===== src/design/timer16_consts.vh =====
// What this block does
// - Count equal to register A clears count, keeps counting, raises compare-match request.
// - Count source comes from clock-select bits 0 and 1 of prescale register.
// - Compare lowered below count: count runs to wrap through FFFF without setting the overflow flag, resumes from zero.
// - Event mode increments once per qualified valid edge of input A.
// - Input A valid edge from bits 4 and 5: rising, falling or both.
// - Event mode samples input A at clock/8, two matching samples needed.
// - Timer output pin is not driven while pin serves as event input.
// - Capture inputs sampled at count-clock rate, two matching samples needed.
// - Free-running: valid input A edge copies count to B, raises capture request.
// - Input B edge, bits 6 and 7, copies count to A, raises compare request.
// - Single-input two-register mode: opposite input A edge copies count to A.
// - Input A set to both edges: no opposite-edge capture into A.
// - Overflow flag stays set until software clears it.
// - Interval mode raises overflow only when register A is FFFF; free-running, event mode included, raises it at every wrap.
`ifndef TIMER16_CONSTS_VH
`define TIMER16_CONSTS_VH

// Register indices
`define REG_TIMER_COUNT   3'h0
`define REG_COMPARE_A     3'h1
`define REG_CAPTURE_B     3'h2
`define REG_PRESCALE      3'h3
`define REG_MODE_CONTROL  3'h4
`define REG_CAPCMP_CTRL   3'h5
`define REG_STATUS        3'h6

// Prescale/edge-select fields
`define CLK_SEL_LO        0
`define CLK_SEL_HI        1
`define EDGE_A_LO         4
`define EDGE_A_HI         5
`define EDGE_B_LO         6
`define EDGE_B_HI         7

// Clock-select codes
`define CLK_SEL_FX        2'h0
`define CLK_SEL_FX4       2'h1
`define CLK_SEL_FX64      2'h2
`define CLK_SEL_EXT       2'h3

// Edge-select codes
`define EDGE_FALL         2'h0
`define EDGE_RISE         2'h1
`define EDGE_BOTH         2'h3

// Mode-control codes
`define MODE_STOP         2'h0
`define MODE_CLEAR_MATCH  2'h1
`define MODE_FREE_RUN     2'h2

// Capture/compare control bits
`define CC_A_CAPTURE      0
`define CC_A_FROM_A_OPP   1
`define CC_OUT_ENABLE     2

// Status bits
`define ST_OVERFLOW       0

// Divider masks for count clocks and event sampling
`define DIV4_MASK         9'h003
`define DIV8_MASK         9'h007
`define DIV64_MASK        9'h03f

// Reset values and maximum count
`define PRESCALE_RST      8'h00
`define MODE_RST          2'h0
`define CAPCMP_RST        3'h0
`define COUNT_RST         16'h0000
`define COMPARE_RST       16'h0000
`define COUNT_MAX         16'hffff

`endif


===== src/design/edge_qualifier.v =====
`timescale 1ns/100ps
`default_nettype none
// Two-sample noise filter followed by edge detection
module edge_qualifier (
   // Clock and reset
   input  wire clk_in,
   input  wire arst_n_in,
   // Sampling
   input  wire sample_en_in,
   input  wire level_in,
   // Detected edges, one-cycle pulses
   output reg  rise_out,
   output reg  fall_out
);

   reg prev_sample;
   reg accepted;

   // Level accepted only after two equal samples in a row
   always @(posedge clk_in or negedge arst_n_in) begin
      if (!arst_n_in) begin
         prev_sample <= 1'b0;
         accepted    <= 1'b0;
         rise_out    <= 1'b0;
         fall_out    <= 1'b0;
      end else begin
         rise_out <= 1'b0;
         fall_out <= 1'b0;
         if (sample_en_in) begin
            prev_sample <= level_in;
            if (prev_sample == level_in && accepted != level_in) begin
               accepted <= level_in;
               rise_out <= level_in;
               fall_out <= ~level_in;
            end
         end
      end
   end

endmodule
`default_nettype wire


===== src/design/timer16_interval_event_capture.v =====
// Design decisions made here: the register offsets and the address-and-strobe port.
`timescale 1ns/100ps
`default_nettype none
`include "timer16_consts.vh"
module timer16_interval_event_capture (
   // Clock and reset
   input  wire        clk_in,
   input  wire        arst_n_in,
   // Register port
   input  wire [2:0]  addr_in,
   input  wire [15:0] wr_data_in,
   input  wire        wr_en_in,
   input  wire        rd_en_in,
   output reg  [15:0] rd_data_out,
   // External pins
   input  wire        external_input_a_in,
   input  wire        external_input_b_in,
   output reg         timer_output_pin_out,
   output wire        timer_output_pin_oe_out,
   // Interrupt requests, one-cycle pulses
   output reg         compare_match_irq_out,
   output reg         capture_b_irq_out
);

   reg  [15:0] timer_count;
   reg  [15:0] compare_capture_reg_a;
   reg  [15:0] capture_reg_b;
   reg  [7:0]  prescale_edge_select;
   reg  [1:0]  timer_mode_control;
   reg  [2:0]  capture_compare_control;
   reg         overflow_flag;
   reg  [8:0]  presc;
   reg  [1:0]  sync_a;
   reg  [1:0]  sync_b;
   wire        a_rise;
   wire        a_fall;
   wire        b_rise;
   wire        b_fall;
   reg  [15:0] next_timer_count;
   reg  [15:0] next_compare_a;
   reg         next_overflow;
   reg         next_tout;
   reg  [15:0] next_rd_data;

   wire [1:0] clk_sel = {prescale_edge_select[`CLK_SEL_HI],
                         prescale_edge_select[`CLK_SEL_LO]};
   wire [1:0] edge_a  = {prescale_edge_select[`EDGE_A_HI],
                         prescale_edge_select[`EDGE_A_LO]};
   wire [1:0] edge_b  = {prescale_edge_select[`EDGE_B_HI],
                         prescale_edge_select[`EDGE_B_LO]};
   wire       event_mode = (clk_sel == `CLK_SEL_EXT);
   wire       running    = (timer_mode_control != `MODE_STOP);
   wire       free_run   = (timer_mode_control == `MODE_FREE_RUN);
   wire       a_capture  = capture_compare_control[`CC_A_CAPTURE];
   wire       a_from_opp = capture_compare_control[`CC_A_FROM_A_OPP];

   // Does a detected edge match the selected polarity
   function edge_hit;
      input [1:0] sel;
      input       rise;
      input       fall;
      begin
         case (sel)
            `EDGE_FALL: edge_hit = fall;
            `EDGE_RISE: edge_hit = rise;
            `EDGE_BOTH: edge_hit = rise | fall;
            default:    edge_hit = 1'b0;
         endcase
      end
   endfunction

   // Internal count clocks from a free prescaler
   wire tick_div4  = ((presc & `DIV4_MASK) == `DIV4_MASK);
   wire tick_div8  = ((presc & `DIV8_MASK) == `DIV8_MASK);
   wire tick_div64 = ((presc & `DIV64_MASK) == `DIV64_MASK);

   reg int_tick;
   always @* begin
      case (clk_sel)
         `CLK_SEL_FX:   int_tick = 1'b1;
         `CLK_SEL_FX4:  int_tick = tick_div4;
         `CLK_SEL_FX64: int_tick = tick_div64;
         default:       int_tick = tick_div8;
      endcase
   end

   // Event input sampled at fx/8, capture inputs at count-clock rate
   wire sample_a = event_mode ? tick_div8 : int_tick;
   wire sample_b = int_tick;

   // Free prescaler; never cleared, so tick phase is unrelated to start
   always @(posedge clk_in or negedge arst_n_in) begin
      if (!arst_n_in) begin
         presc <= 9'h000;
      end else begin
         presc <= presc + 9'h001;
      end
   end

   // Pins are asynchronous: two flops before any logic reads them
   always @(posedge clk_in or negedge arst_n_in) begin
      if (!arst_n_in) begin
         sync_a <= 2'b00;
         sync_b <= 2'b00;
      end else begin
         sync_a <= {sync_a[0], external_input_a_in};
         sync_b <= {sync_b[0], external_input_b_in};
      end
   end

   edge_qualifier qual_a (
      .clk_in       (clk_in),
      .arst_n_in    (arst_n_in),
      .sample_en_in (sample_a),
      .level_in     (sync_a[1]),
      .rise_out     (a_rise),
      .fall_out     (a_fall)
   );

   edge_qualifier qual_b (
      .clk_in       (clk_in),
      .arst_n_in    (arst_n_in),
      .sample_en_in (sample_b),
      .level_in     (sync_b[1]),
      .rise_out     (b_rise),
      .fall_out     (b_fall)
   );

   // Valid edges after filtering
   wire a_valid = edge_hit(edge_a, a_rise, a_fall);
   wire b_valid = edge_hit(edge_b, b_rise, b_fall);
   // Opposite edge only defined for single-polarity selection
   reg a_opposite;
   always @* begin
      case (edge_a)
         `EDGE_FALL: a_opposite = a_rise;
         `EDGE_RISE: a_opposite = a_fall;
         default:    a_opposite = 1'b0;
      endcase
   end

   // Count enable: one per count-clock period or per event edge
   wire count_tick = running & (event_mode ? a_valid : int_tick);
   wire match      = !free_run && (timer_count == compare_capture_reg_a);
   wire at_max     = (timer_count == `COUNT_MAX);

   // Captures only while the counter free-runs
   wire cap_b      = running & free_run & a_valid;
   wire cap_a_in_b = running & free_run & a_capture & !a_from_opp
                     & b_valid;
   wire cap_a_opp  = running & free_run & a_capture & a_from_opp
                     & a_opposite;
   wire cap_a      = cap_a_in_b | cap_a_opp;

   // Write strobe aimed at one register index
   function wr_sel;
      input       en;
      input [2:0] addr;
      input [2:0] idx;
      begin
         wr_sel = en & (addr == idx);
      end
   endfunction

   wire wr_a     = wr_sel(wr_en_in, addr_in, `REG_COMPARE_A);
   wire wr_presc = wr_sel(wr_en_in, addr_in, `REG_PRESCALE);
   wire wr_mode  = wr_sel(wr_en_in, addr_in, `REG_MODE_CONTROL);
   wire wr_ctrl  = wr_sel(wr_en_in, addr_in, `REG_CAPCMP_CTRL);
   wire wr_stat  = wr_sel(wr_en_in, addr_in, `REG_STATUS);

   // Overflow events per mode; a lowered compare wraps without a flag
   wire a_is_max = (compare_capture_reg_a == `COUNT_MAX);
   wire ovf_set  = count_tick & at_max &
                   (free_run | (match & a_is_max));
   wire ovf_clr  = wr_stat & wr_data_in[`ST_OVERFLOW];

   // Next count: stop holds zero, match clears, else count up
   always @* begin
      next_timer_count = timer_count;
      if (!running) begin
         next_timer_count = `COUNT_RST;
      end else if (count_tick) begin
         if (match) begin
            next_timer_count = `COUNT_RST;
         end else begin
            // Lowered compare simply wraps through FFFF
            next_timer_count = timer_count + 16'h0001;
         end
      end
   end

   // Hardware capture wins over a software write in the same cycle
   always @* begin
      next_compare_a = compare_capture_reg_a;
      if (cap_a) begin
         next_compare_a = timer_count;
      end else if (wr_a) begin
         next_compare_a = wr_data_in;
      end
   end

   // Set wins over a simultaneous write-one clear
   always @* begin
      next_overflow = overflow_flag;
      if (ovf_set) begin
         next_overflow = 1'b1;
      end else if (ovf_clr) begin
         next_overflow = 1'b0;
      end
   end

   // Counter and capture registers
   always @(posedge clk_in or negedge arst_n_in) begin
      if (!arst_n_in) begin
         timer_count           <= `COUNT_RST;
         compare_capture_reg_a <= `COMPARE_RST;
         capture_reg_b         <= `COUNT_RST;
      end else begin
         timer_count           <= next_timer_count;
         compare_capture_reg_a <= next_compare_a;
         if (cap_b) begin
            capture_reg_b <= timer_count;
         end
      end
   end

   // Control registers; changing them while running is not guarded
   always @(posedge clk_in or negedge arst_n_in) begin
      if (!arst_n_in) begin
         prescale_edge_select    <= `PRESCALE_RST;
         timer_mode_control      <= `MODE_RST;
         capture_compare_control <= `CAPCMP_RST;
         overflow_flag           <= 1'b0;
      end else begin
         if (wr_presc) begin
            prescale_edge_select <= wr_data_in[7:0];
         end
         if (wr_mode) begin
            timer_mode_control <= wr_data_in[1:0];
         end
         if (wr_ctrl) begin
            capture_compare_control <= wr_data_in[2:0];
         end
         overflow_flag <= next_overflow;
      end
   end

   // Next values of the request pulses and the toggling pin
   wire next_cmp_irq = (count_tick & match) | cap_a_in_b;
   wire next_cap_irq = cap_b;
   always @* begin
      next_tout = timer_output_pin_out;
      if (!running) begin
         next_tout = 1'b0;
      end else if (count_tick & match) begin
         next_tout = ~timer_output_pin_out;
      end
   end

   // Interrupt pulses and timer output
   always @(posedge clk_in or negedge arst_n_in) begin
      if (!arst_n_in) begin
         compare_match_irq_out <= 1'b0;
         capture_b_irq_out     <= 1'b0;
         timer_output_pin_out  <= 1'b0;
      end else begin
         compare_match_irq_out <= next_cmp_irq;
         capture_b_irq_out     <= next_cap_irq;
         timer_output_pin_out  <= next_tout;
      end
   end

   // Pin is input-only while it feeds the event counter
   assign timer_output_pin_oe_out =
      capture_compare_control[`CC_OUT_ENABLE] & !event_mode;

   // Read mux; zero outside the read slot so stale data never lingers
   always @* begin
      next_rd_data = 16'h0000;
      if (rd_en_in) begin
         case (addr_in)
            `REG_TIMER_COUNT:  next_rd_data = timer_count;
            `REG_COMPARE_A:    next_rd_data = compare_capture_reg_a;
            `REG_CAPTURE_B:    next_rd_data = capture_reg_b;
            `REG_PRESCALE:     next_rd_data = {8'h00, prescale_edge_select};
            `REG_MODE_CONTROL: next_rd_data = {14'h0000, timer_mode_control};
            `REG_CAPCMP_CTRL:
               next_rd_data = {13'h0000, capture_compare_control};
            `REG_STATUS:       next_rd_data = {15'h0000, overflow_flag};
            default:           next_rd_data = 16'h0000;
         endcase
      end
   end

   // Read data, one cycle after the strobe
   always @(posedge clk_in or negedge arst_n_in) begin
      if (!arst_n_in) begin
         rd_data_out <= 16'h0000;
      end else begin
         rd_data_out <= next_rd_data;
      end
   end

endmodule
`default_nettype wire


===== config.mk =====
export PLATFORM = sky130hd
export DESIGN_NAME = timer16_interval_event_capture
export DESIGN_NICKNAME = d
export VERILOG_FILES = /design/src/design/edge_qualifier.v /design/src/design/timer16_interval_event_capture.v
export VERILOG_INCLUDE_DIRS = /design/src /design/src/design
export SDC_FILE = /design/constraint.sdc
export NUM_CORES = 1
export LEC_CHECK = 0
export BUFFER_PORTS_ARGS = -buffer_cell sky130_fd_sc_hd__clkbuf_2
export CAP_MARGIN = 5
export CORE_AREA = 4 4 109 111
export CTS_CLUSTER_SIZE = 14
export DETAILED_ROUTE_END_ITERATION = 12
export DIE_AREA = 0 0 113 115
export GPL_TIMING_DRIVEN = 1
export PLACE_DENSITY = 0.62
export SLEW_MARGIN = 5
export SYNTH_ARGS = -nofsm -noshare
export SYNTH_HDL_FRONTEND = slang
export SYNTH_SLANG_ARGS = --single-unit
export TNS_END_PERCENT = 100

===== constraint.sdc =====
create_clock -name clk_in -period 2.2 [get_ports clk_in]
set_clock_uncertainty 0.1 [all_clocks]
set_input_delay 0.44 -clock clk_in [delete_from_list [all_inputs] [get_ports clk_in]]
set_output_delay 0.44 -clock clk_in [all_outputs]
set_load 0.01 [all_outputs]

# Yosys cells after proc, flatten, opt, wreduce, memory -nomap -nowiden
# Cells that the tools add are included.
# word_totals
word_cells	117
ff_bits	102
out_inout_bits	20
input_bits	25
# classes
n_addsub	2
n_reduce_logical	15
bitwise_logic	27
n_mux	25
eq_ne	26
# ops
op	count
16-bit case mux with 7 select lines	1
16-bit two-way mux	6
16-bit equality test (second input constant)	2
1-bit bitwise AND	19
16-bit by 1-bit adder with 16-bit output (second input constant)	1
16-bit equality test	1
1-bit two-way mux	14
2-bit equality test (second input constant)	6
3-bit equality test (second input constant)	4
9-bit by 1-bit adder with 9-bit output (second input constant)	1
1-bit case mux with 3 select lines	3
2-bit by 1-bit equality test with 1-bit output (second input constant)	3
3-bit by 2-bit equality test with 1-bit output (second input constant)	2
6-bit equality test (second input constant)	1
2-bit logical NOT	3
2-bit nonzero test	3
1-bit bitwise OR	5
2-bit by 1-bit != test with 1-bit output (second input constant)	2
2-bit AND reduction	2
3-bit by 1-bit equality test with 1-bit output (second input constant)	1
1-bit logical AND	3
1-bit logical NOT	3
3-bit logical NOT	1
1-bit inverter	3
other kinds (3)	5

# Depth between registers and ports, before layout
# Gate-level depths: netlist of run 1.
# depth
ltp_word	7
mapped_depth	7
ltp_nobuf	6

# By module
# From an unflattened synthesis of run 1, not the netlist that was laid out.
# unflattened
cells_unflattened	420
hier_area_um2	4941.0
# modules_own_cells
mod	area_each_um2	seq_area_each_um2	cells_each	n_inst
timer16_interval_event_capture	4638.2	2277.2	400	1
edge_qualifier	151.4	100.1	10	2

# Worst setup path after synthesis of run 1
# Ideal clock, no wire load.
# synth_timing
path_kind	input to register
start	input port addr_in[0]
end	register compare_capture_reg_a[10]
stages	6
required_ps	1975
t_arrival_ps	1931
slack_ps	45
setup_ps	125
path_cell_list	buf_2 nand2_1 nor3_2 buf_2 mux2_2 mux2_2
# synth_via
elab_chain_len	3
# synth_rtl
item	line	source
from (decl)	timer16_interval_event_capture.v:10	input wire [2:0] addr_in,
3-bit by 1-bit equality test with 1-bit output	timer16_interval_event_capture.v:161	wr_sel = en & (addr == idx);
1-bit bitwise AND	timer16_interval_event_capture.v:161	
2-bit nonzero test (no source line)	--	
to (signal assigned)	timer16_interval_event_capture.v:216	compare_capture_reg_a <= `COMPARE_RST;
to (signal assigned)	timer16_interval_event_capture.v:220	compare_capture_reg_a <= next_compare_a;
to (decl)	timer16_interval_event_capture.v:26	reg [15:0] compare_capture_reg_a;
# No other way between the ends.
# A chain may end at the register's enable or synchronous reset.

# Worst setup path in the final report of run 1
# layout_timing
start	register compare_capture_reg_a[5]
end	register timer_count[9]
# layout_via
elab_chain_len	5
# layout_rtl
item	line	source
16-bit equality test	timer16_interval_event_capture.v:144	wire match = !free_run && (timer_count == compare_capture_reg_a);
1-bit logical AND	timer16_interval_event_capture.v:144	
16-bit two-way mux	timer16_interval_event_capture.v:183	if (match) begin
16-bit two-way mux	timer16_interval_event_capture.v:182	end else if (count_tick) begin
16-bit two-way mux	timer16_interval_event_capture.v:180	if (!running) begin
to (signal assigned)	timer16_interval_event_capture.v:215	timer_count <= `COUNT_RST;
to (signal assigned)	timer16_interval_event_capture.v:219	timer_count <= next_timer_count;
to (decl)	timer16_interval_event_capture.v:25	reg [15:0] timer_count;
# No other way between the ends. The select of a mux whose other input is x is not followed.

==> results of run 1 <==
## where the power goes
part	internal [mW]	switching, mW
sequential	2.06	0.250
clock	0.447	0.651
combinational	0.645	0.579
total	3.15	1.48
## flip-flops by register name, summed over array words and instances (netlist names)
register	cells
qual_b.prev_sample	1
capture_reg_b	16
rd_data_out	16
timer_count	16
qual_a.rise_out	1
qual_b.rise_out	1
prescale_edge_select	8
qual_a.prev_sample	1
capture_b_irq_out	1
timer_mode_control	2
presc	6
qual_b.accepted	1
compare_capture_reg_a	16
overflow_flag	1
capture_compare_control	3
compare_match_irq_out	1
qual_a.accepted	1
qual_b.fall_out	1
sync_a	2
qual_a.fall_out	1
timer_output_pin_out	1
sync_b	2
## worst max path at each step
stage	startpoint	endpoint
floorplan	addr_in[0]	compare_capture_reg_a[10]$_DFFE_PN0P_
global placement	compare_capture_reg_a[5]$_DFFE_PN0P_	timer_count[11]$_DFFE_PN0P_
detailed placement	compare_capture_reg_a[5]$_DFFE_PN0P_	timer_count[9]$_DFFE_PN0P_
CTS	compare_capture_reg_a[5]$_DFFE_PN0P_	timer_count[9]$_DFFE_PN0P_
global route	presc[0]$_DFF_PN0_	timer_count[7]$_DFFE_PN0P_
finish	compare_capture_reg_a[5]$_DFFE_PN0P_	timer_count[9]$_DFFE_PN0P_
## cells by family (layout without fill, tap and decap cells)
kind of cell | count (synthesis) | after routing | synth area share (%)
AO/OA/AOI/OAI | 63 | 63 | 9.107
AND/OR/NAND/NOR | 127 | 127 | 13.52
flip-flops | 99 | 99 | 49.13
buffers and inverters | 31 | 107 | 3.747
XOR/XNOR | 26 | 26 | 5.112
multiplexers | 80 | 80 | 18.64
adder cells (fa/ha/maj) | 3 | 3 | 0.7445
## metrics by stage
| stage | hold WS, ps | std cells | cell area [um^2] |
|---|---|---|---|
| global placement | 237.2 | 628 | 5623 |
| finish | 66.37 | 645 | 5812 |
| global route | 47.94 | 645 | 5812 |
| detailed placement | 239.7 | 628 | 5623 |
| floorplan | 44.41 | 429 | 5042 |
| CTS | 51.21 | 645 | 5812 |
## cells in the mapped netlist (2+ instances only)
cell type | instances | area [um^2]
o31ai_1 | 2 | 15.01
o2111ai_1 | 3 | 26.28
nand4b_1 | 2 | 17.52
buf_2 | 10 | 50.05
nor2_2 | 6 | 37.54
nor3b_1 | 2 | 15.01
nor3_1 | 3 | 15.01
and3_1 | 2 | 12.51
ha_1 | 3 | 37.54
nand4_1 | 10 | 62.56
nor2b_1 | 13 | 81.33
nand3_1 | 9 | 45.04
mux2i_1 | 14 | 140.1
and2_1 | 2 | 12.51
o211ai_1 | 4 | 30.03
or3_1 | 5 | 31.28
o21a_1 | 2 | 15.01
a22o_1 | 5 | 43.79
nor4_1 | 3 | 18.77
o21ai_0 | 10 | 50.05
clkbuf_1 | 6 | 22.52
buf_1 | 3 | 11.26
a21oi_2 | 4 | 35.03
and4b_1 | 3 | 30.03
dfrtp_1 | 99 | 2477
a21oi_1 | 15 | 75.07
nand2_1 | 19 | 71.32
xnor2_2 | 4 | 65.06
nand2b_1 | 5 | 31.28
inv_1 | 3 | 11.26
buf_4 | 2 | 15.01
nor2_1 | 34 | 127.6
xor2_1 | 7 | 61.31
mux4_2 | 5 | 112.6
a22oi_1 | 3 | 22.52
buf_6 | 7 | 78.83
or2_2 | 3 | 18.77
mux2_2 | 61 | 686.9
xnor2_1 | 15 | 131.4
a21o_1 | 4 | 30.03
## per-layer routing
metal	routed length, um	global-route usage, %	up-vias	part of all wire (%)
met5	0	0	-	0
met4	187	6.731	0	1.6
met3	785	4.579	15	6.6
met2	5616	31.12	104	47
met1	5320	26.85	1808	45
li1	-	-	1685	-
## layout make-up
| class | instances | area share [%] |
|---|---|---|
| clock buffer | 11 | 2.433 |
| multi-input combinational | 299 | 40.88 |
| timing repair buffer | 88 | 10.20 |
| sequential | 99 | 42.63 |
| inverter | 3 | 0.1938 |
| tap | 140 | 3.014 |
| clock inverter | 5 | 0.6459 |
## worst register-to-register path: cells and delay by family, from the launching register on
family | cells | cell delay [ps]
AND/OR/NAND/NOR | 2 | 730
flip-flops | 1 | 430
AO/OA/AOI/OAI | 2 | 300
XOR/XNOR | 1 | 260
buffers and inverters | 1 | 190
## layout by cell type (no fill, tap or decap), types with 4 or more instances in the layout
cell / netlist / routed
buf_4: 2 / 41
nor2_1: 34 / 34
mux4_2: 5 / 5
nand2b_1: 5 / 5
xor2_1: 7 / 7
clkbuf_8: 0 / 10
or3_1: 5 / 5
o211ai_1: 4 / 4
nor2b_1: 13 / 13
a21o_1: 4 / 4
a22o_1: 5 / 5
nor2_2: 6 / 6
a21oi_2: 4 / 4
xnor2_2: 4 / 4
xnor2_1: 15 / 15
clkbuf_2: 0 / 43
mux2i_1: 14 / 14
a21oi_1: 15 / 15
mux2_2: 61 / 61
nand3_1: 9 / 9
nand2_1: 19 / 19
o21ai_0: 10 / 10
dfrtp_1: 99 / 99
nand4_1: 10 / 10
## timing repair
action	4_1_cts	5_1_grt
setup endpoints to repair	0	1
endpoints found under the hold margin	25	0
hold buffers	1	0
==> run summary, run 1 <==
Netlist Area Pre-Place: 0.005042 mm^2
wire per inst: 18.46 um
Root Buffer: clkbuf_8
total gr overflow: 0
Max Cap Violations: 0
H-tree levels: 3
FILL cells: 951
hold_sp: external_input_b_in
total power draw: 4.630 mW
Total GRT Usage: 19.68%
CP max stage delay: 580 ps
clk sink count: 99
Post-CTS Setup Bufs: 0
die height: 115 um
outcome: finished, final reports clean
ys async rst share: 100.0%
Vias/cell: 5.600
RSZ-0062 raised after global routing: true
total negative setup slack: 0 ps
reg2reg setup slack: 80 ps
Critical Path End Type: flop
Layout area overhead: 15.26%
Crit-path slowest cell: or4_4
reg-to-reg startpoint: compare_capture_reg_a[5]$_DFFE_PN0P_
die span in x: 113 um
core area: 0.01079 mm^2
count of cell types in the netlist: 57
first-pass GRT wire length: 19820 um
Initial Util: 46.72%
Reg clk slew, reported paths: 100 ps
Die Area: 0.01300 mm^2
Setup CP Type: flop to flop
Max Clk Rate: 0.4719 GHz
Crit path arrival time: 2270 ps
io pins: 45
First DRT Iteration DRCs: 208
Initial DRT Pass Iterations: 5
GPL Wtd Cong: 0.9148
post-DP HPWL: 8922 um
worst-path fanout max: 13
Post-synth EDFFs: 0
yosys warns: 0
Synth Area per Inst: 11.75 um^2
FF+latch count, synth: 99
Final setup viols: 0
Resize count post-CTS: 0
CTS Buf Count: 9
initial antenna violation count: 0
final wirelength: 11910 um
relative slew slack: 58.68%
Routed Antenna Nets: 0
startpoint class of the critical path: flop
CTS max path bufs: 2
CP delay by family, top: simple AND/OR/NAND/NOR gates
WP buf/inv: 1
Rows: 38
largest net degree at the start of global routing: 39
TritonCTS clock tree: done
syn_nets: 457
HP Class: input port to flop
pre-CTS WS: 87.23 ps
leakage dissipation: 2.596 nW
# diodes: 0
register area: 0.002477 mm^2
routed vias: 3612
Layout Nets: 528
CP Cell Sequence: xnor2_1 -> nand4_1 -> or4_4 -> o31ai_4 -> buf_12 -> a21oi_1
final worst-path setup slack: 80.95 ps
Final Max Tran Viols: 0
sequential area share after synthesis: 49.13%
WHS Endpoint: sync_b[0]$_DFF_PN0_
r2r endpoint: timer_count[9]$_DFFE_PN0P_
Layout Utilization: 53.85%
cell count after synthesis: 429
Clk Latency, worst-skew pair: 370 ps
PortBufs: 44
Slew @ Worst Pin: 616.5 ps
ys flop type: dfrtp_1
final hold violations: 0
WHS Path Cells: 1
VDD IR max: 0.3623 mV
critical path data required time: 2360 ps
crit path time final: 2119 ps
power density over the cells: 796.7 mW/mm^2
Final period util: 96.32%
vias in the first global route: 3676
critical path depth: 6
area of the multi-input gates: 0.002376 mm^2
DRC violations left: 0
worst r2r path cells: 6
share of layout cells above drive strength 1: 37.62%
Note: power is estimated with default switching activity, not from simulation.
==> inputs of run 2 (changes only) <==
--- a/config.mk
+++ b/config.mk
@@ -13,7 +13,7 @@
 export DETAILED_ROUTE_END_ITERATION = 12
 export DIE_AREA = 0 0 113 115
 export GPL_TIMING_DRIVEN = 1
-export PLACE_DENSITY = 0.62
+export PLACE_DENSITY = 0.65
 export SLEW_MARGIN = 5
 export SYNTH_ARGS = -nofsm -noshare
 export SYNTH_HDL_FRONTEND = slang
==> constraint.sdc (replaced) <==
create_clock -name clk_in -period 1.9 [get_ports clk_in]
set_clock_uncertainty 0.1 [all_clocks]
set_input_delay 0.38 -clock clk_in [delete_from_list [all_inputs] [get_ports clk_in]]
set_output_delay 0.38 -clock clk_in [all_outputs]
set_load 0.01 [all_outputs]
==> run 2 against run 1 <==
The flow now finishes with violations (negative setup slack). Fmax up 4.7%. Power up 26%. Core utilization up 5.6 points. Sequential cell count unchanged. Critical path type unchanged. Critical endpoint unchanged. Highest routed layer unchanged.
==> run summary, run 2 (synthesis gave the netlist of run 1 again) <==
crit path time final: 2024 ps (-95.40 ps)
final hold violations: 0 (unchanged)
PortBufs: 44 (unchanged)
Crit path arrival time: 2240 ps (-30 ps)
DRC violations left: 0 (unchanged)
initial antenna violation count: 0 (unchanged)
CP Cell Sequence: nand4b_1 -> o22ai_4 -> o2111ai_4 -> or4_4 -> a21oi_2
TritonCTS clock tree: done
die height: 115 um (unchanged)
First DRT Iteration DRCs: 228 (+9.6%)
die span in x: 113 um (unchanged)
Final period util: 106.5% (+10 points)
Clk Latency, worst-skew pair: 400 ps (+30 ps)
vias in the first global route: 3941 (+7.2%)
power density over the cells: 908.4 mW/mm^2 (+14%)
total power draw: 5.825 mW (+26%)
Vias/cell: 5.397 (-3.6%)
outcome: finished with violations
commonest cells after routing, fill and taps aside: dfrtp_1 (95), buf_4 (76), mux2_2 (61), clkbuf_2 (42), nor2_1 (33)
Layout Nets: 573 (+8.5%)
final wirelength: 12120 um (+1.8%)
Final setup viols: 18 (+18)
first-pass GRT wire length: 19790 um (-0.17%)
clk sink count: 99 (unchanged)
core area: 0.01079 mm^2 (unchanged)
# diodes: 0 (unchanged)
critical path data required time: 2120 ps (-240 ps)
pre-CTS WS: -144.6 ps (-231.8 ps)
post-DP HPWL: 8779 um (-1.6%)
Layout area overhead: 27.17%
Total GRT Usage: 19.69% (about the same)
Routed Antenna Nets: 0 (unchanged)
dpl cells: 660 (+5.1%)
most common cell after layout, fill and taps aside: dfrtp_1
Slew @ Worst Pin: 472.6 ps (-143.9 ps)
CP max stage delay: 530 ps (-50 ps)
Reg clk slew, reported paths: 110 ps (about the same)
routed vias: 3724 (+3.1%)
wire per inst: 17.56 um (-4.9%)
total gr overflow: 0 (unchanged)
Initial Util: 46.72% (unchanged)
Rows: 38 (unchanged)
Die Area: 0.01300 mm^2 (unchanged)
VDD IR max: 0.6758 mV (+87%)
startpoint class of the critical path: flop
failing checks: negative setup slack
share of layout cells above drive strength 1: 47.82% (+10 points)
RSZ-0062 raised after global routing: true
Critical Path End Type: flop
leakage dissipation: 2.896 nW (+12%)
CTS Buf Count: 9 (unchanged)
relative slew slack: 68.50% (+9.8 points)
Initial DRT Pass Iterations: 4 (-1)
post-layout instance count excluding filler cells: 690 (+7.0%)
HP Class: input port to flop
final worst-path setup slack: -123.7 ps (-204.6 ps)
Max Cap Violations: 0 (unchanged)
GPL Wtd Cong: 0.8917 (-2.5%)
io pins: 45 (unchanged)
worst-path fanout max: 5 (-8)
Final Max Tran Viols: 0 (unchanged)
largest net degree at the start of global routing: 39 (unchanged)
Root Buffer: clkbuf_8
H-tree levels: 3 (unchanged)
Max Clk Rate: 0.4942 GHz (+4.7%)
Crit-path slowest cell: or4_4
CTS max path bufs: 2 (unchanged)
Setup CP Type: flop to flop
==> run 2: worst max-delay path: cells and delay by family (launching register included) <==
| kind | cells | cell delay [ps] |
|---|---|---|
| simple gates | 2 | 800 |
| flops | 1 | 430 |
| compound gates | 3 | 620 |
==> run 2: where the power goes <==
group	total, mW	switching (mW)	leakage, nW	internal [mW]
logic	1.76	0.781	1.52	0.975
registers	2.67	0.280	1.28	2.39
clock network	1.40	0.751	0.0999	0.650
total	5.83	1.81	2.90	4.01
==> run 2: cell type report <==
type	instances	area (um^2)
fillers	883	4380
multi-input cells	299	2559
flip-flops and latches	99	2482
repair buffers	133	983.4
well taps	140	175.2
clock buffers	11	141.4
clock inverters	5	60.06
inverters	3	11.26
==> run 2: path summary, 6_finish.rpt <==
check                                               startpoint  cells after the start  slack [ps]                             endpoint
max                        prescale_edge_select[0]$_DFFE_PN0P_                      5        -120           timer_count[9]$_DFFE_PN0P_
min                                              wr_data_in[6]                      2         150  prescale_edge_select[6]$_DFFE_PN0P_
max reg2reg                prescale_edge_select[0]$_DFFE_PN0P_                      5        -120           timer_count[9]$_DFFE_PN0P_
min reg2reg                                sync_b[0]$_DFF_PN0_                      0         260                  sync_b[1]$_DFF_PN0_
max in group asynchronous                            arst_n_in                      3         760  prescale_edge_select[6]$_DFFE_PN0P_
min in group asynchronous                            arst_n_in                      2         370           timer_count[2]$_DFFE_PN0P_
==> run 2: stage by stage <==
| stage | util (%) | cell area [um^2] | setup TNS (ps) | hold slack (ps) |
|---|---|---|---|---|
| 2_1_floorplan | - | 5075 | -724.6 | -15.59 |
| 3_5_place_dp | 54.68 | 5902 | -1746 | 241.3 |
| 6_report | 59.41 | 6412 | -1398 | 146.3 |
| 4_1_cts | 57.95 | 6255 | -1141 | 128.1 |
| 5_1_grt | 59.41 | 6412 | -2894 | 137.6 |
| 3_3_place_gp | 54.68 | 5902 | -2049 | 242.1 |
==> run 2: metal layers <==
metal | up-vias | GRT usage [%] | wire, um
met1 | 1859 | 24.13 | 5244
met2 | 73 | 33.37 | 6075
met3 | 23 | 5.368 | 489
met5 | - | 0 | 0
met4 | 0 | 7.532 | 309
li1 | 1769 | - | -
==> run 2: what timing repair did <==
action | in CTS | in global routing
resized for setup | 23 | 21
hold endpoints to repair | 33 | 0
endpoints found under the setup margin | 34 | 39
buffers inserted | 3 | 8
hold buffers | 3 | 0
pin swaps | 15 | 12
==> inputs of run 3 (changes only) <==
--- a/config.mk
+++ b/config.mk
@@ -18,4 +18,4 @@
 export SYNTH_ARGS = -nofsm -noshare
 export SYNTH_HDL_FRONTEND = slang
 export SYNTH_SLANG_ARGS = --single-unit
-export TNS_END_PERCENT = 100
+export TNS_END_PERCENT = 20
==> run 3 against run 2 <==
The run still ends with negative setup slack left. Power shrank 1.1%. Combinational power grew 3%. Non-clock buffer count shrank 8. Cell count shrank 1.4%. Worst hold slack gained 19 ps. Critical endpoint unchanged.
==> run summary, run 3 (synthesis gave the netlist of run 1 again) <==
Clk pwr share: 22.7% (-1.3 points)
Clk Latency, worst-skew pair: 360 ps (-40 ps)
Max Clk Rate: 0.4783 GHz (-3.2%)
Max Cap Violations: 0 (unchanged)
Final setup viols: 18 (unchanged)
Cell Int Power: 3.971 mW (-1.0%)
GPL Wtd Cong: 0.9651 (+8.2%)
Root Buffer: clkbuf_8
die height: 115 um (unchanged)
hold_sp: wr_data_in[3]
startpoint class of the critical path: flop
VDD IR max: 0.5370 mV (-21%)
routed vias: 3780 (+1.5%)
die span in x: 113 um (unchanged)
CTS Buf Count: 9 (unchanged)
Final period util: 110.0% (+3.5 points)
outcome: finished with violations
Die Area: 0.01300 mm^2 (unchanged)
PortBufs: 44 (unchanged)
core area: 0.01079 mm^2 (unchanged)
HP Class: input port to flop
most common cell after layout, fill and taps aside: dfrtp_1
total power draw: 5.761 mW (-1.1%)
RSZ-0062 raised after global routing: true
largest net degree at the start of global routing: 38 (-2.6%)
post-DP HPWL: 9168 um (+4.4%)
# diodes: 0 (unchanged)
final worst-path setup slack: -190.7 ps (-67.02 ps)
Setup crit start: timer_count[14]$_DFFE_PN0P_
DRC violations left: 0 (unchanged)
power density over the cells: 914.6 mW/mm^2 (+0.69%)
Initial DRT Pass Iterations: 4 (unchanged)
final hold violations: 0 (unchanged)
Reg clk slew, reported paths: 90 ps (-20 ps)
Setup CP Type: flop to flop
final wirelength: 12610 um (+4.1%)
Rows: 38 (unchanged)
CTS max path bufs: 2 (unchanged)
commonest cells after routing, fill and taps aside: dfrtp_1 (97), buf_4 (69), mux2_2 (61), clkbuf_2 (42), nor2_1 (32)
Routed Antenna Nets: 0 (unchanged)
clk sink count: 99 (unchanged)
crit path time final: 2091 ps (+67.02 ps)
worst-path fanout max: 13 (+8)
vias in the first global route: 3806 (-3.4%)
first-pass GRT wire length: 20170 um (+1.9%)
Vias/cell: 5.559 (+3.0%)
First DRT Iteration DRCs: 110 (-52%)
placed cell area: 0.005927 mm^2 (+0.42%)
relative slew slack: 72.30% (+3.8 points)
Initial Util: 46.72% (unchanged)
combinational power share: 31.4% (+1.3 points)
io pins: 45 (unchanged)
critical path data required time: 2040 ps (-80 ps)
Critical Path End Type: flop
Crit path arrival time: 2240 ps (about the same)
Slew @ Worst Pin: 412.0 ps (-60.60 ps)
Sequential Power Share: 45.9% (about the same)
TritonCTS clock tree: done
total negative setup slack: -2734 ps (-1335 ps)
Final Cell Area: 0.006299 mm^2 (-1.8%)
H-tree levels: 3 (unchanged)
reg-to-reg startpoint: timer_count[14]$_DFFE_PN0P_
total gr overflow: 0 (unchanged)
Total GRT Usage: 20.11% (+0.42 points)
leakage dissipation: 2.874 nW (-0.74%)
switch share: 31.07% (-0.049 points)
initial antenna violation count: 0 (unchanged)
Net Sw Power: 1.790 mW (-1.3%)
Layout Nets: 565 (-1.4%)
share of layout cells above drive strength 1: 45.19% (-2.6 points)
wire per inst: 18.55 um (+5.6%)
failing checks: negative setup slack
Layout Utilization: 58.36% (-1.1 points)
Final Max Tran Viols: 0 (unchanged)
Layout area overhead: 24.91%
-- run 3: power groups by stage --
stage | combinational [mW] | sequential (mW) | clock [mW]
2_1_floorplan | 0.899 | 2.66 | 0
3_3_place_gp | 1.65 | 2.64 | 0
4_1_cts | 1.72 | 2.62 | 1.34
5_1_grt | 1.96 | 2.68 | 1.44
6_report | 1.81 | 2.64 | 1.31
3_5_place_dp | 1.67 | 2.65 | 0
-- run 3: final timing paths --
kind / to / slack (ps) / depth (start not counted)
setup / recovery: timer_count[9]$_DFFE_PN0P_ / -190 / 6
setup reg to reg: timer_count[9]$_DFFE_PN0P_ / -190 / 6
hold reg to reg: sync_a[1]$_DFF_PN0_ / 260 / 0
max in group asynchronous: compare_capture_reg_a[10]$_DFFE_PN0P_ / 780 / 3
hold / removal: prescale_edge_select[3]$_DFFE_PN0P_ / 170 / 2
min in group asynchronous: sync_a[0]$_DFF_PN0_ / 370 / 2
-- run 3: cell type report --
class	count	area, um^2
well taps	140	175.2
clock buffers	10	127.6
flip-flops and latches	99	2480
clock inverters	4	53.80
repair buffers	125	937.1
multi-input cells	299	2514
inverters	3	11.26
fillers	905	4494
-- run 3: per-stage QoR --
| step | hold slack (ps) | worst slack [ps] | std cells |
|---|---|---|---|
| global route | 156.0 | -228.5 | 680 |
| global placement | 230.4 | -156.4 | 661 |
| finish | 165.1 | -190.7 | 680 |
| CTS | 0.6907 | -179.0 | 677 |
| detailed placement | 236.6 | -161.7 | 661 |
| floorplan | -15.59 | -75.28 | 429 |
-- run 3: timing repair --
action | 4_1_cts | 5_1_grt
setup buffers | 0 | 2
resized for setup | 11 | 22
hold buffers | 2 | 1
hold endpoints to repair | 28 | 1
pin swaps | 2 | 4
setup endpoints to repair | 35 | 36
-- run 3: routing by layer --
layer | global-route usage (%) | vias up | routed length [um]
met4 | 8.253 | 0 | 303
met2 | 31.67 | 97 | 5932
met5 | 0 | - | 0
met3 | 4.895 | 20 | 726
met1 | 26.87 | 1905 | 5651
li1 | - | 1758 | -
-- run 3: worst max-delay path: stages, from the launching register on --
cell and delay [ps]:
dfrtp_1 440, xnor2_2 160, nand4_1 180, or4_4 610
o31ai_4 240, buf_12 190, a21oi_1 50
